### src/hw/msa_pkg.sv
// Constants, types and register map of the microstore address sequencer
package msa_pkg;

    // Clock and cycle timing
    localparam int REF_CLK_NS = 50;
    localparam int ROS_CYCLE_NS = 600;
    localparam int CORE_CYCLE_NS = 1800;
    localparam int ROS_CYCLE_CLKS = ROS_CYCLE_NS / REF_CLK_NS;
    localparam int CORE_ROS_CYCLES = CORE_CYCLE_NS / ROS_CYCLE_NS;

    // Phases inside one control-store cycle
    localparam logic [3:0] PH_LAST = 4'(ROS_CYCLE_CLKS - 1);
    localparam logic [3:0] PH_EARLY = 4'h0;
    localparam logic [3:0] PH_DRV_ON = 4'h2;
    localparam logic [3:0] PH_SENSE = 4'h5;
    localparam logic [3:0] PH_DRV_OFF = 4'h8;
    localparam logic [3:0] PH_LATE = 4'h9;

    // Index of each address position inside micro_address_register
    localparam int A_10 = 0;
    localparam int A_11 = 1;
    localparam int A_12 = 2;
    localparam int A_13 = 3;
    localparam int A_14 = 4;
    localparam int A_15 = 5;
    localparam int A_16 = 6;
    localparam int A_17 = 7;
    localparam int A_18 = 8;
    localparam int A_19 = 9;
    localparam int A_20 = 10;
    localparam int A_21 = 11;
    localparam int A_UPPER = 12;
    localparam logic [12:0] ADDR_START = 13'h0fff;

    // micro_data_register positions
    localparam int MDR_W = 22;
    localparam int NSI_LO = 10;
    localparam int NSI_W = 12;
    localparam int MDR_16 = 16;
    localparam int MDR_17 = 17;

    // Control-store word slices
    localparam int WORD_W = 60;
    localparam int SLICE_A_LO = 0;
    localparam int SLICE_A_W = 16;
    localparam int SLICE_B_LO = 16;
    localparam int SLICE_C_LO = 38;
    localparam int SLICE_BC_W = 22;

    // Sense strobe positions
    localparam int STROBE_A = 0;
    localparam int STROBE_B = 1;
    localparam int STROBE_C = 2;

    // Register map
    localparam logic [3:0] REG_CONTROL = 4'h0;
    localparam logic [3:0] REG_STATUS = 4'h1;
    localparam logic [3:0] REG_DATA = 4'h2;
    localparam int CTRL_RUN = 0;
    localparam int CTRL_START = 1;
    localparam logic CONTROL_RUN_RESET = 1'b1;

    typedef enum {RING_S1, RING_S2, RING_S3} msa_ring_t;

    typedef struct packed {
        logic [12:0] spare;
        logic core_busy;
        logic advance;
        logic [1:0] ring_second;
        logic [1:0] ring_first;
        logic [12:0] address;
    } msa_status_t;

    typedef struct packed {
        logic [31:0] gate;
        logic [63:0] driver;
        logic [2:0] strobe;
    } msa_select_t;

endpackage

### src/hw/msa_sequencer.sv
// Microstore address register, matrix decode, sense strobes and timing rings
`timescale 1ns/1ps

module msa_sequencer
    import msa_pkg::*;
(
    input wire logic ref_clk,
    input wire logic rst,
    input wire logic start_reset_pin,
    input wire logic fetch_store,
    input wire logic fetch_store_short,
    input wire logic [WORD_W-1:0] store_word,
    input wire logic [3:0] reg_addr,
    input wire logic [31:0] reg_wdata,
    input wire logic reg_wr,
    input wire logic reg_rd,
    output logic [31:0] reg_rdata,
    output logic [31:0] gate_line,
    output logic [63:0] driver_line,
    output logic [2:0] sense_strobe,
    output logic [MDR_W-1:0] micro_data_register,
    output logic [12:0] micro_address_register,
    output logic early_clock,
    output logic late_clock,
    output logic advance,
    output logic core_start,
    output logic dummy_cycle
);

    function automatic logic [7:0] msa_onehot8(input logic [2:0] sel);
        msa_onehot8 = 8'h01 << sel;
    endfunction

    function automatic logic [2:0] msa_strobe_of(input logic b16,
                                                 input logic b17);
        logic [2:0] s;
        s = 3'h0;
        if (!b16) begin
            s[STROBE_A] = 1'b1;
        end else if (!b17) begin
            s[STROBE_B] = 1'b1;
        end else begin
            s[STROBE_C] = 1'b1;
        end
        return s;
    endfunction

    logic start_meta;
    logic start_sync;
    logic run;
    logic soft_start;
    logic [3:0] phase;
    msa_ring_t ring_first;
    msa_ring_t ring_second;

    logic early_now;
    logic late_now;
    logic drv_window;
    logic next_advance;
    logic start_now;
    logic [3:0] gate_pre1;
    logic [7:0] gate_pre2;
    logic [7:0] drv_pre1;
    logic [7:0] drv_pre2;
    msa_select_t next_sel;
    msa_status_t status;

    // Pin level is only read after the second flop
    always_ff @(posedge ref_clk or posedge rst) begin
        if (rst) begin
            start_meta <= 1'b0;
            start_sync <= 1'b0;
        end else begin
            start_meta <= start_reset_pin;
            start_sync <= start_meta;
        end
    end

    assign start_now = start_sync || soft_start;

    // Cycle phase; stopping only takes effect at a cycle boundary
    always_ff @(posedge ref_clk or posedge rst) begin
        if (rst) begin
            phase <= PH_EARLY;
        end else if (phase == PH_LAST) begin
            phase <= PH_EARLY;
        end else if (phase != PH_EARLY || run) begin
            phase <= phase + 4'h1;
        end
    end

    assign early_now = run && (phase == PH_EARLY);
    assign late_now = (phase == PH_LATE);
    assign drv_window = (phase >= PH_DRV_ON) && (phase < PH_DRV_OFF);

    always_ff @(posedge ref_clk or posedge rst) begin
        if (rst) begin
            early_clock <= 1'b0;
            late_clock <= 1'b0;
        end else begin
            early_clock <= early_now;
            late_clock <= late_now;
        end
    end

    // Second ring lags the first by nine of the twelve clocks in a cycle, so advance is judged on it
    always_comb begin
        case (ring_second)
            RING_S1: next_advance = !fetch_store || fetch_store_short;
            RING_S2: next_advance = 1'b1;
            RING_S3: next_advance = !fetch_store;
            default: next_advance = 1'b1;
        endcase
    end

    // First ring, stepped by the early clock
    always_ff @(posedge ref_clk or posedge rst) begin
        if (rst) begin
            ring_first <= RING_S1;
        end else if (start_now) begin
            ring_first <= RING_S1;
        end else if (early_now) begin
            case (ring_first)
                RING_S1: ring_first <= fetch_store ? RING_S2 : RING_S1;
                RING_S2: ring_first <= RING_S3;
                RING_S3: ring_first <= RING_S1;
                default: ring_first <= RING_S1;
            endcase
        end
    end

    // Second ring follows the first at the late clock
    always_ff @(posedge ref_clk or posedge rst) begin
        if (rst) begin
            ring_second <= RING_S1;
        end else if (start_now) begin
            ring_second <= RING_S1;
        end else if (late_now) begin
            ring_second <= ring_first;
        end
    end

    // Held address makes the array re-read the same instruction
    always_ff @(posedge ref_clk or posedge rst) begin
        if (rst) begin
            micro_address_register <= ADDR_START;
        end else if (start_now) begin
            micro_address_register[A_UPPER-1:0] <=
                ADDR_START[A_UPPER-1:0];
        end else if (early_now && next_advance) begin
            micro_address_register[A_UPPER-1:0] <=
                micro_data_register[NSI_LO +: NSI_W];
            if (!micro_data_register[MDR_16]) begin
                micro_address_register[A_UPPER] <=
                    !micro_data_register[MDR_17];
            end
        end
    end

    always_ff @(posedge ref_clk or posedge rst) begin
        if (rst) begin
            advance <= 1'b1;
            dummy_cycle <= 1'b0;
            core_start <= 1'b0;
        end else begin
            core_start <= early_now && !start_now && fetch_store
                && (ring_first == RING_S1);
            if (start_now) begin
                advance <= 1'b1;
                dummy_cycle <= 1'b0;
            end else if (early_now) begin
                advance <= next_advance;
                dummy_cycle <= !next_advance;
            end
        end
    end

    // Predecoders then final decoders; upper bit and 12 name the module
    assign gate_pre1 = 4'(msa_onehot8({1'b0,
        micro_address_register[A_UPPER],
        micro_address_register[A_12]}));
    assign gate_pre2 = msa_onehot8({micro_address_register[A_10],
        micro_address_register[A_11],
        micro_address_register[A_13]});
    assign drv_pre1 = msa_onehot8({micro_address_register[A_14],
        micro_address_register[A_15],
        micro_address_register[A_18]});
    assign drv_pre2 = msa_onehot8({micro_address_register[A_19],
        micro_address_register[A_20],
        micro_address_register[A_21]});

    always_comb begin
        next_sel = '0;
        for (int g = 0; g < 4; g++) begin
            for (int h = 0; h < 8; h++) begin
                next_sel.gate[g*8+h] = gate_pre1[g] && gate_pre2[h];
            end
        end
        for (int d = 0; d < 8; d++) begin
            for (int e = 0; e < 8; e++) begin
                next_sel.driver[d*8+e] = drv_window
                    && drv_pre1[d] && drv_pre2[e];
            end
        end
        if (phase == PH_SENSE) begin
            next_sel.strobe = msa_strobe_of(
                micro_address_register[A_16],
                micro_address_register[A_17]);
        end
        if (!drv_window) begin
            next_sel.gate = '0;
        end
    end

    always_ff @(posedge ref_clk or posedge rst) begin
        if (rst) begin
            gate_line <= '0;
            driver_line <= '0;
            sense_strobe <= '0;
        end else begin
            gate_line <= next_sel.gate;
            driver_line <= next_sel.driver;
            sense_strobe <= next_sel.strobe;
        end
    end

    // Only the strobed third of the word lands in the data register
    always_ff @(posedge ref_clk or posedge rst) begin
        if (rst) begin
            micro_data_register <= '0;
        end else if (sense_strobe[STROBE_A]) begin
            micro_data_register <= MDR_W'(
                store_word[SLICE_A_LO +: SLICE_A_W]);
        end else if (sense_strobe[STROBE_B]) begin
            micro_data_register <=
                store_word[SLICE_B_LO +: SLICE_BC_W];
        end else if (sense_strobe[STROBE_C]) begin
            micro_data_register <=
                store_word[SLICE_C_LO +: SLICE_BC_W];
        end
    end

    // Control register: run enable and self-clearing start reset
    always_ff @(posedge ref_clk or posedge rst) begin
        if (rst) begin
            run <= CONTROL_RUN_RESET;
            soft_start <= 1'b0;
        end else begin
            soft_start <= reg_wr && (reg_addr == REG_CONTROL)
                && reg_wdata[CTRL_START];
            if (reg_wr && reg_addr == REG_CONTROL) begin
                run <= reg_wdata[CTRL_RUN];
            end
        end
    end

    always_comb begin
        status = '0;
        status.address = micro_address_register;
        status.ring_first = 2'(ring_first);
        status.ring_second = 2'(ring_second);
        status.advance = advance;
        status.core_busy = (ring_first != RING_S1);
    end

    always_ff @(posedge ref_clk or posedge rst) begin
        if (rst) begin
            reg_rdata <= '0;
        end else if (reg_rd) begin
            case (reg_addr)
                REG_CONTROL: reg_rdata <= 32'({1'b0, run});
                REG_STATUS: reg_rdata <= status;
                REG_DATA: reg_rdata <= 32'(micro_data_register);
                default: reg_rdata <= '0;
            endcase
        end else begin
            reg_rdata <= '0;
        end
    end

endmodule // msa_sequencer

### config.mk
export PLATFORM = sky130hd
export DESIGN_NAME = msa_sequencer
export DESIGN_NICKNAME = d
export VERILOG_FILES = /design/src/hw/msa_pkg.sv /design/src/hw/msa_sequencer.sv
export SDC_FILE = /design/constraint.sdc
export NUM_CORES = 1
export LEC_CHECK = 0
export ABC_AREA = 1
export BUFFER_PORTS_ARGS = -buffer_cell sky130_fd_sc_hd__buf_2
export CORE_UTILIZATION = 48
export DETAILED_ROUTE_END_ITERATION = 10
export GPL_TIMING_DRIVEN = 0
export PLACE_DENSITY_LB_ADDON = 0.3
export SETUP_SLACK_MARGIN = 0.4
export SLEW_MARGIN = 20
export SYNTH_ARGS = -nofsm -noshare
export SYNTH_HDL_FRONTEND = slang
export SYNTH_SLANG_ARGS = --single-unit
### constraint.sdc
create_clock -name ref_clk -period 7.1 [get_ports ref_clk]
set_input_delay 0.71 -clock ref_clk [delete_from_list [all_inputs] [get_ports ref_clk]]
set_output_delay 0.71 -clock ref_clk [all_outputs]
set_load 0.02 [all_outputs]
After elaboration in Yosys (flattened, before gate mapping)
Cells that the tools add are included.

storage, ports and cells
  output and inout port bits = 171
  bits in registers = 243
  input port bits = 103

operators by class
  order comparisons = 2
  eq/ne operators = 7
  mux-type cells = 26
  reductions and logical operators = 132
  bitwise gates (word level) = 2
  shifts and indexed selects = 4
  add/subtract/negate cells = 1

operator list
  kind                 count
  $mux 32              6
  $logic_and 1x1->1    112
  $logic_not 32->1     3
  $mux 22              3
  $pmux 22 s3          1
  $eq 32x1->1 const B  1
  $eq 32x2->1 const B  1
  $reduce_bool 32->1   1
  $mux 12              2
  $shl 1x3->8 const A  3
  $eq 4x4->1 const B   2
  $logic_not 4->1      2
  $mux 1               8
  $mux 4               2
  $reduce_bool 2->1    4
  $add 4x1->4 const B  1
  $eq 4x1->1 const B   1
  $eq 4x2->1 const B   1
  $eq 4x3->1 const B   1
  $ge 4x2->1 const B   1
  $logic_not 1->1      4
  $lt 4x4->1 const B   1
  $pmux 2 s2           1
  $reduce_bool 4->1    1
  other kinds (8)      11

Depth between registers and ports, before layout
Gate-level depths: netlist of the first run.

  depth in word-level cells = 6
  gate-level depth with buffers = 7
  mapped depth without buffers = 7

Worst setup path after synthesis of the first run
OpenSTA, ideal clock, no wires.

  path type = input-to-reg
  from = input port reg_addr[3]
  to = register reg_rdata[12]
  stages on the path = 6
  data required time = 7.034 ns
  path slack = 5.555 ns
  library setup time = 0.066 ns
  arrival time = 1.479 ns
  cells stage by stage = nor2_2 nand2_1 nor2_4 buf_2 nand3_1 nand2_1

on the way
  word-level cells in the longest chain between the ends = 3

RTL lines
  element                             line                  text
  start, declared                     msa_sequencer.sv:13   input wire logic [3:0] reg_addr,
  $eq 4x2->1 (tied with other cells)  msa_sequencer.sv:270  case (reg_addr)
  $pmux 22 s3 (*)                     msa_sequencer.sv:270
  $mux 32 (*)                         msa_sequencer.sv:269  end else if (reg_rd) begin
  end signal, assigned                msa_sequencer.sv:271  REG_CONTROL: reg_rdata <= 32'({1'b0, run});
  end signal, assigned                msa_sequencer.sv:272  REG_STATUS: reg_rdata <= status;
  end signal, assigned                msa_sequencer.sv:273  REG_DATA: reg_rdata <= 32'(micro_data_register);
  end, declared                       msa_sequencer.sv:17   output logic [31:0] reg_rdata,

Mark *: on every way between the ends. The rest lies on a longest branch, timed or not.
A chain may end at the register's enable or synchronous reset.

Final worst setup path of the first run
  from = register micro_address_register[0]
  to = output port micro_address_register[0]

RTL lines
  element                          line                  text
  start, declared                  msa_sequencer.sv:22   output logic [12:0] micro_address_register,
  start signal, assigned by index  msa_sequencer.sv:148  micro_address_register[A_UPPER-1:0] <=
  start signal, assigned by index  msa_sequencer.sv:151  micro_address_register[A_UPPER-1:0] <=
  start signal, assigned by index  msa_sequencer.sv:154  micro_address_register[A_UPPER] <=

No word-level cell between the ends.

==> flow_summary.toml, run 1 <==
[synth]
synth_compound_area_share_pct = 4.26
synth-adder-area-share_pct = 0.754
synth.area.top_cells = "dfrtp_1 60%, nand3_1 7.5%, nor2_1 7.2%"
synthSimpleGateAreaFrac_pct = 24.9
synth_enable_flop_cells = 0
avgSynthCellArea_um2 = 9.93
yosys_warnings = 0
ys_ff_latch = 173
synthFlopType = "dfrtp_1"
async_reset_ff_share_pct = 100
synth_cells = 668
synth_cell_types = 28
ys_seq_area_share_pct = 65.5
yosys.area.top_type = "dfrtp_1"
synthMuxAreaShare_pct = 0
synth_top_family_by_area = "simple AND/OR/NAND/NOR gates"
synthXorXnorAreaFrac_pct = 0
yosys.area.top_type_share_pct = 60.0
syn-cell-area_mm2 = 0.00664

[cells_and_area]
drive_gt1_share_pct = 34.4
nNetsFinal = 1036
area_growth_pct = 30.6
multi_input_area_mm2 = 0.00202
num_antenna_cells = 0
fin_util_pct = 64.9
final_area_mm2 = 0.00866
seq_area_mm2 = 0.00435
n_fill_cell = 1108

[route]
drc = 0
drt_iter0_drc = 418
via_per_inst = 4.91
post_drt_wl_per_cell_um = 15.6
vias = 5492
routed_wl_um = 17500
firstDrtPassIters = 5
postRouteAntennaNets = 0

[sta]
setup_violations = 0
fmax_mhz = 500
hold_viol = 0
finalCriticalPeriod_ns = 2.00
worstMarginPinSlew_ns = 0.554
relSlewSlack_pct = 63.0
skew_ns = 0.00961
drv_slew = 0
rsz0062_at_grt = "false"
setup_tns_ns = 0
period_share_pct = 28.2

[run]
cap_violations = 0

[power_and_ir_drop]
powerDensity_mw_per_mm2 = 325
vdd_drop_max_uv = 172
power.switching_mw = 1.00
power_frac_seq_pct = 44.3
power.leakage_nw = 4.98
comb_power_share_pct = 23.6
power.internal_mw = 1.82
switching_share_pct = 35.5
clockPowerShare_pct = 32.1

[min_path]
min_path_type = "input port to asynchronous set/reset pin"

[worst_setup_path]
critical_path_class = "register to output pin"
crit_arrival_ns = 1.29
crit_fanout = 8
critical-path-top-delay-family = "flip-flops"
crit_buf_inv = 1
max_stage_delay_ns = 0.66
crit_required_ns = 6.39
critical-path-slowest-cell = "dfstp_2"
crit_chain = "buf_2"
endpoint_kind = "output pin"
critPathLaunchType = "register"

[floorplan]
design.core.area_mm2 = 0.0133
dieArea_mm2 = 0.0143
row_count = 42
floorplan.die.height_um = 120
io_pins = 274
start_util_pct = 49.7
fp.dieW_um = 120

[cts]
cts_inserted_buffers = 17
cts_resized = 0
path_clk_slew_ns = 0.07
postCtsHoldBufs = 0
cts_setup_buffers = 0
cts-root-buf = "clkbuf_16"
cts_tree = "built"
htree_levels = 4
cts_sinks = 173
clock_path_buffers = 2
clock_latency_ns = 0.42

[run_status]
status = "finished, final reports clean"

[global_routing]
grt_use_met2_pct = 42.9
use_met1_pct = 31.1
use_met3_pct = 6.23
grt_pass1_vias = 5320
busiest_layer = "met2"
grt_max_degree = 93
antenna_found_initial = 0
grt_overflow_total = 0
grt_pass1_wl_um = 27200
grt_usage_pct = 25.5

[placed_design]
post_dp_cell_area_mm2 = 0.00809
place.gp.congestion = 0.904
dp_hpwl_um = 12800
portBuffers = 232
## per-stage QoR
step	std cells	power [mW]	setup WS [ns]	hold WS, ns
after floorplan	677	1.67	1.72	0.331
after global placement	1085	1.92	0.267	0.342
final	1118	2.82	5.10	0.353
after global routing	1118	2.96	5.07	0.373
after detailed placement	1086	1.93	5.07	0.346
after CTS	1118	2.83	5.10	0.362
## cells in the final DEF (no fill, tap or decap), types with 5 or more instances in the layout
cell type,netlist,routed
nand3_1,100,100
o21ai_0,44,44
nand2_1,120,120
clkbuf_16,0,17
buf_2,9,241
dfstp_2,14,14
conb_1,1,10
buf_4,12,12
inv_6,0,7
nor2_1,127,127
o22ai_1,5,5
dfrtp_1,159,159
nand2_4,10,10
inv_1,32,31
or2_2,5,5
## power groups by stage
| stage | Clock, mW | Sequential, mW | Combinational, mW |
|---|---|---|---|
| 4_1_cts | 0.913 | 1.25 | 0.671 |
| 3_3_place_gp | 0 | 1.26 | 0.655 |
| 6_report | 0.905 | 1.25 | 0.666 |
| 3_5_place_dp | 0 | 1.26 | 0.668 |
| 2_1_floorplan | 0 | 1.34 | 0.332 |
| 5_1_grt | 0.964 | 1.26 | 0.731 |
## synth_stat cells, types with 4 or more instances
| master | n |
|---|---|
| dfrtp_1 | 159 |
| nor2_1 | 127 |
| nand2_1 | 120 |
| nand3_1 | 100 |
| o21ai_0 | 44 |
| inv_1 | 32 |
| dfstp_2 | 14 |
| buf_4 | 12 |
| nand2_4 | 10 |
| buf_2 | 9 |
| o22ai_1 | 5 |
| or2_2 | 5 |
| buf_1 | 4 |
| ha_1 | 4 |
## state kept, by name, summed over array words and instances, names as in the netlist, 2 cells and up
signal                  count
driver_line                64
gate_line                  32
micro_data_register        22
reg_rdata                  22
micro_address_register     13
phase                       4
sense_strobe                3
ring_first                  2
ring_second                 2
## logic make-up after synthesis
group	count (synthesis)
and+or+nand+nor	373
DFF	173
buffers and inverters	63
AOI/OAI and AO/OA	54
adders and majority gates	4
other	1
## path summary, 6_finish.rpt
check	from	endpoint	slack (ns)	depth (start not counted)
worst max-delay path	micro_address_register[0]	micro_address_register[0]	5.10	1
worst min-delay path	rst	driver_line[37]	0.35	2
worst max register to register	phase[0]	dummy_cycle	5.51	7
worst min register to register	start_meta	start_sync	0.36	0
max in group asynchronous	rst	micro_address_register[7]	5.90	3
min in group ref_clk	start_meta	start_sync	0.36	0
## metal layers
layer / vias up / share of wire (%) / wire, um
li1: 2656 / - / -
met5: - / 0 / 0
met3: 36 / 7.1 / 1240
met4: 0 / 3.0 / 527
met1: 2524 / 41 / 7100
met2: 276 / 49 / 8620
## cell type report
cell class                      count  share of cell area [%]
Clock inverter                     15                    1.78
Multi-Input combinational cell    441                    23.3
Inverter                           32                    1.47
Tap cell                          176                    2.54
Buffer                             31                    2.11
Clock buffer                       17                    4.91
Sequential cell                   173                    50.2
Timing Repair Buffer              233                    13.7
## worst register-to-register path, stage by stage, from the launching register on
cell     delay, ns
dfrtp_1       0.42
inv_1         0.13
ha_1          0.21
nand3_1       0.15
nand2_1       0.20
inv_1         0.14
nand2_1       0.10
o21ai_0       0.11
Power figures use the tool's default switching activity.
==> inputs of run 2 (changes only) <==
--- a/config.mk
+++ b/config.mk
@@ -5,7 +5,7 @@
 export SDC_FILE = /design/constraint.sdc
 export NUM_CORES = 1
 export LEC_CHECK = 0
-export ABC_AREA = 1
+export ABC_AREA = 0
 export BUFFER_PORTS_ARGS = -buffer_cell sky130_fd_sc_hd__buf_2
 export CORE_UTILIZATION = 48
 export DETAILED_ROUTE_END_ITERATION = 10
==> constraint.sdc (replaced) <==
create_clock -name ref_clk -period 2.05 [get_ports ref_clk]
set_input_delay 0.205 -clock ref_clk [delete_from_list [all_inputs] [get_ports ref_clk]]
set_output_delay 0.205 -clock ref_clk [all_outputs]
set_load 0.02 [all_outputs]
==> run 2 against run 1 <==
First-iteration DRC count increased by 1.4%. Sequential share of layout area decreased by 3.3 points. Non-clock buffer count increased by 28. Wire length increased by 5.1%. Cell count decreased by 8.8%. Final area increased by 7.0%. Die area increased by 0.35%. Global-route usage increased by 1.4 points. Critical endpoint is now gate_line[12]. Largest power group unchanged. Highest routed layer unchanged.
==> flow_summary.toml, run 2 <==
[cts]
cts_tree = "built"
path_clk_slew_ns = 0.07
cts_sinks = 173
clock_path_buffers = 2
htree_levels = 4
clock_latency_ns = 0.43
cts-root-buf = "clkbuf_16"
cts_inserted_buffers = 17

[worst_setup_path]
reg2reg_to = "gate_line[12]"
worst-r2r-cell-count = 6
reg2reg_from = "phase[1]"
crit_fanout = 8
cp.depth = 6
ff2ff_setup_slack_ns = 0.38
max_stage_delay_ns = 0.44
critical-path-slowest-cell = "dfrtp_2"
crit_buf_inv = 2
crit_chain = "ha_4 -> or3_4 -> buf_8 -> nand4b_1 -> buf_12 -> nor2_1"
crit_required_ns = 2.34
crit_arrival_ns = 1.96
cp-startpoint = "phase[1]"
critical_path_class = "register to register"
critical-path-top-delay-family = "simple AND/OR/NAND/NOR gates"
critPathLaunchType = "register"
endpoint_kind = "register"
cp-endpoint = "gate_line[12]"

[sta]
skew_ns = 0.0107
worstMarginPinSlew_ns = 0.857
period_share_pct = 81.4
setup_violations = 0
fmax_mhz = 599
whs_ns = 0.0204
drv_slew = 0
hold_viol = 0
finalCriticalPeriod_ns = 1.67
relSlewSlack_pct = 42.3
rsz0062_at_grt = "true"

[synth]
synth_cells = 548
async_reset_ff_share_pct = 100
synth_enable_flop_cells = 0
ys_seq_area_share_pct = 65.3
synth_cell_types = 42
synth_commonest_cells = "159 x dfrtp_1, 114 x nor2_1, 26 x mux2i_1, 26 x o211ai_1, 24 x nand2_1"
yosys_warnings = 0
ys_ff_latch = 173
synth_most_common_cell = "dfrtp_1"
synthFlopType = "dfrtp_1"
yosys.area.top_type = "dfrtp_1"
yosys.area.top_type_share_pct = 59.8
avgSynthCellArea_um2 = 12.2
synth.area.top_cells = "dfrtp_1 60%, nor2_1 6.4%, dfstp_2 5.5%"
syn-cell-area_mm2 = 0.00666

[cells_and_area]
multi_input_area_mm2 = 0.00228
final_area_mm2 = 0.00928
area_growth_pct = 39.3
top_register = "driver_line"
largest_reg_flops = 64
top_regs = "driver_line (64), gate_line (32)"
final_cell_mix = "238 x buf_2, 158 x dfrtp_1, 82 x nor2_1"
seq_area_mm2 = 0.00435
num_antenna_cells = 0
drive_gt1_share_pct = 47.0
nNetsFinal = 939
layout_commonest_cell = "buf_2"
n_fill_cell = 946

[global_routing]
grt_max_degree = 38
grt_usage_pct = 26.8
grt_pass1_vias = 5292
grt_pass1_wl_um = 28800
grt_overflow_total = 0
antenna_found_initial = 0

[route]
via_per_inst = 5.20
firstDrtPassIters = 5
routed_wl_um = 18400
drt_iter0_drc = 424
postRouteAntennaNets = 0
vias = 5304
post_drt_wl_per_cell_um = 18.0
drc = 0

[placed_design]
post_dp_cell_area_mm2 = 0.00819
portBuffers = 233
dp_hpwl_um = 13100
place.gp.congestion = 0.962

[power_and_ir_drop]
vdd_drop_max_uv = 610
total_power_mw = 10.1
power.leakage_nw = 4.81
powerDensity_mw_per_mm2 = 1090

[floorplan]
floorplan.die.height_um = 120
io_pins = 274
design.core.area_mm2 = 0.0134
start_util_pct = 49.7
fp.dieW_um = 120
row_count = 42
dieArea_mm2 = 0.0143

[min_path]
min_path_type = "input port to register"

[run_status]
status = "finished, final reports clean"

[run]
cap_violations = 0
-- run 2: changes by cell type in the layout (fill, tap and decap cells not counted), sizes merged, moves of 17 or more --
cell	delta
o211ai	+26
nand3	-85
nand2	-106
a22o	+18
buf	+19
o21ai	-28
mux2	+23
inv	-17
nor2	-17
mux2i	+26
-- run 2: per-layer routing --
| metal | up-vias | track usage (%) | part of all wire [%] |
|---|---|---|---|
| met5 | - | 0 | 0 |
| met2 | 248 | 44.7 | 49 |
| li1 | 2414 | - | - |
| met3 | 33 | 6.23 | 6.4 |
| met4 | 0 | 9.61 | 2.6 |
| met1 | 2609 | 34.3 | 42 |
-- run 2: worst reg2reg max path: cells and delay by family, from the launching register on --
family,cells,cell delay (ns)
buffers and inverters,2,0.29
DFF,1,0.44
adders and majority gates,1,0.17
and+or+nand+nor,3,0.63
-- run 2: logic make-up (layout without fill, tap and decap cells) --
family,count (synthesis),count (layout),synth area share [%]
adder cells (fa/ha/maj),4,4,0.752
buffers and inverters,55,342,4.28
AND/OR/NAND/NOR,193,193,13.5
flip-flops,173,173,65.3
multiplexers,49,49,8.36
AO/OA/AOI/OAI,73,73,7.78
other,1,10,0.0563
-- run 2: final cells by class --
cell class | count | area share [%]
Sequential cell | 173 | 46.9
Tap cell | 176 | 2.37
Buffer | 36 | 2.78
Inverter | 19 | 0.863
Timing Repair Buffer | 256 | 16.3
Clock inverter | 13 | 1.42
Multi-Input combinational cell | 329 | 24.6
Clock buffer | 18 | 4.73
-- run 2: where the power goes --
group          internal (mW)  switching [mW]  leakage (nW)  total [mW]
clock                   1.73            1.38         0.270        3.10
sequential              3.81           0.445          2.30        4.25
combinational           1.21            1.49          2.24        2.71
total                   6.75            3.32          4.81        10.1
-- run 2: worst min-delay path by stage --
stage / startpoint / to / cells past startpoint
finish: store_word[34] / micro_data_register[18] / 3
global route: reg_wdata[1] / soft_start / 2
global placement: start_reset_pin / start_meta / 1
CTS: store_word[34] / micro_data_register[18] / 3
floorplan: start_reset_pin / start_meta / 0
detailed placement: rst / driver_line[54] / 2
-- run 2: timing repair --
item | in CTS | in global routing
gates resized for setup | 11 | 80
hold endpoints to repair | 70 | 0
pin swaps | 10 | 9
setup endpoints to repair | 106 | 109
hold buffers | 2 | 0
buffers inserted | 14 | 1
cloned | 0 | 1
-- run 2: metrics by stage --
| stage | utilization [%] | setup slack, ns | TNS, ns | cells |
|---|---|---|---|---|
| after floorplan | - | -0.354 | -56.33 | 557 |
| after global placement | 60.3 | -1.13 | -183.85 | 966 |
| after detailed placement | 61.1 | 0.148 | 0 | 971 |
| after CTS | 67.1 | 0.404 | 0 | 1018 |
| after global routing | 69.2 | 0.345 | 0 | 1020 |
| final | 69.2 | 0.381 | 0 | 1020 |
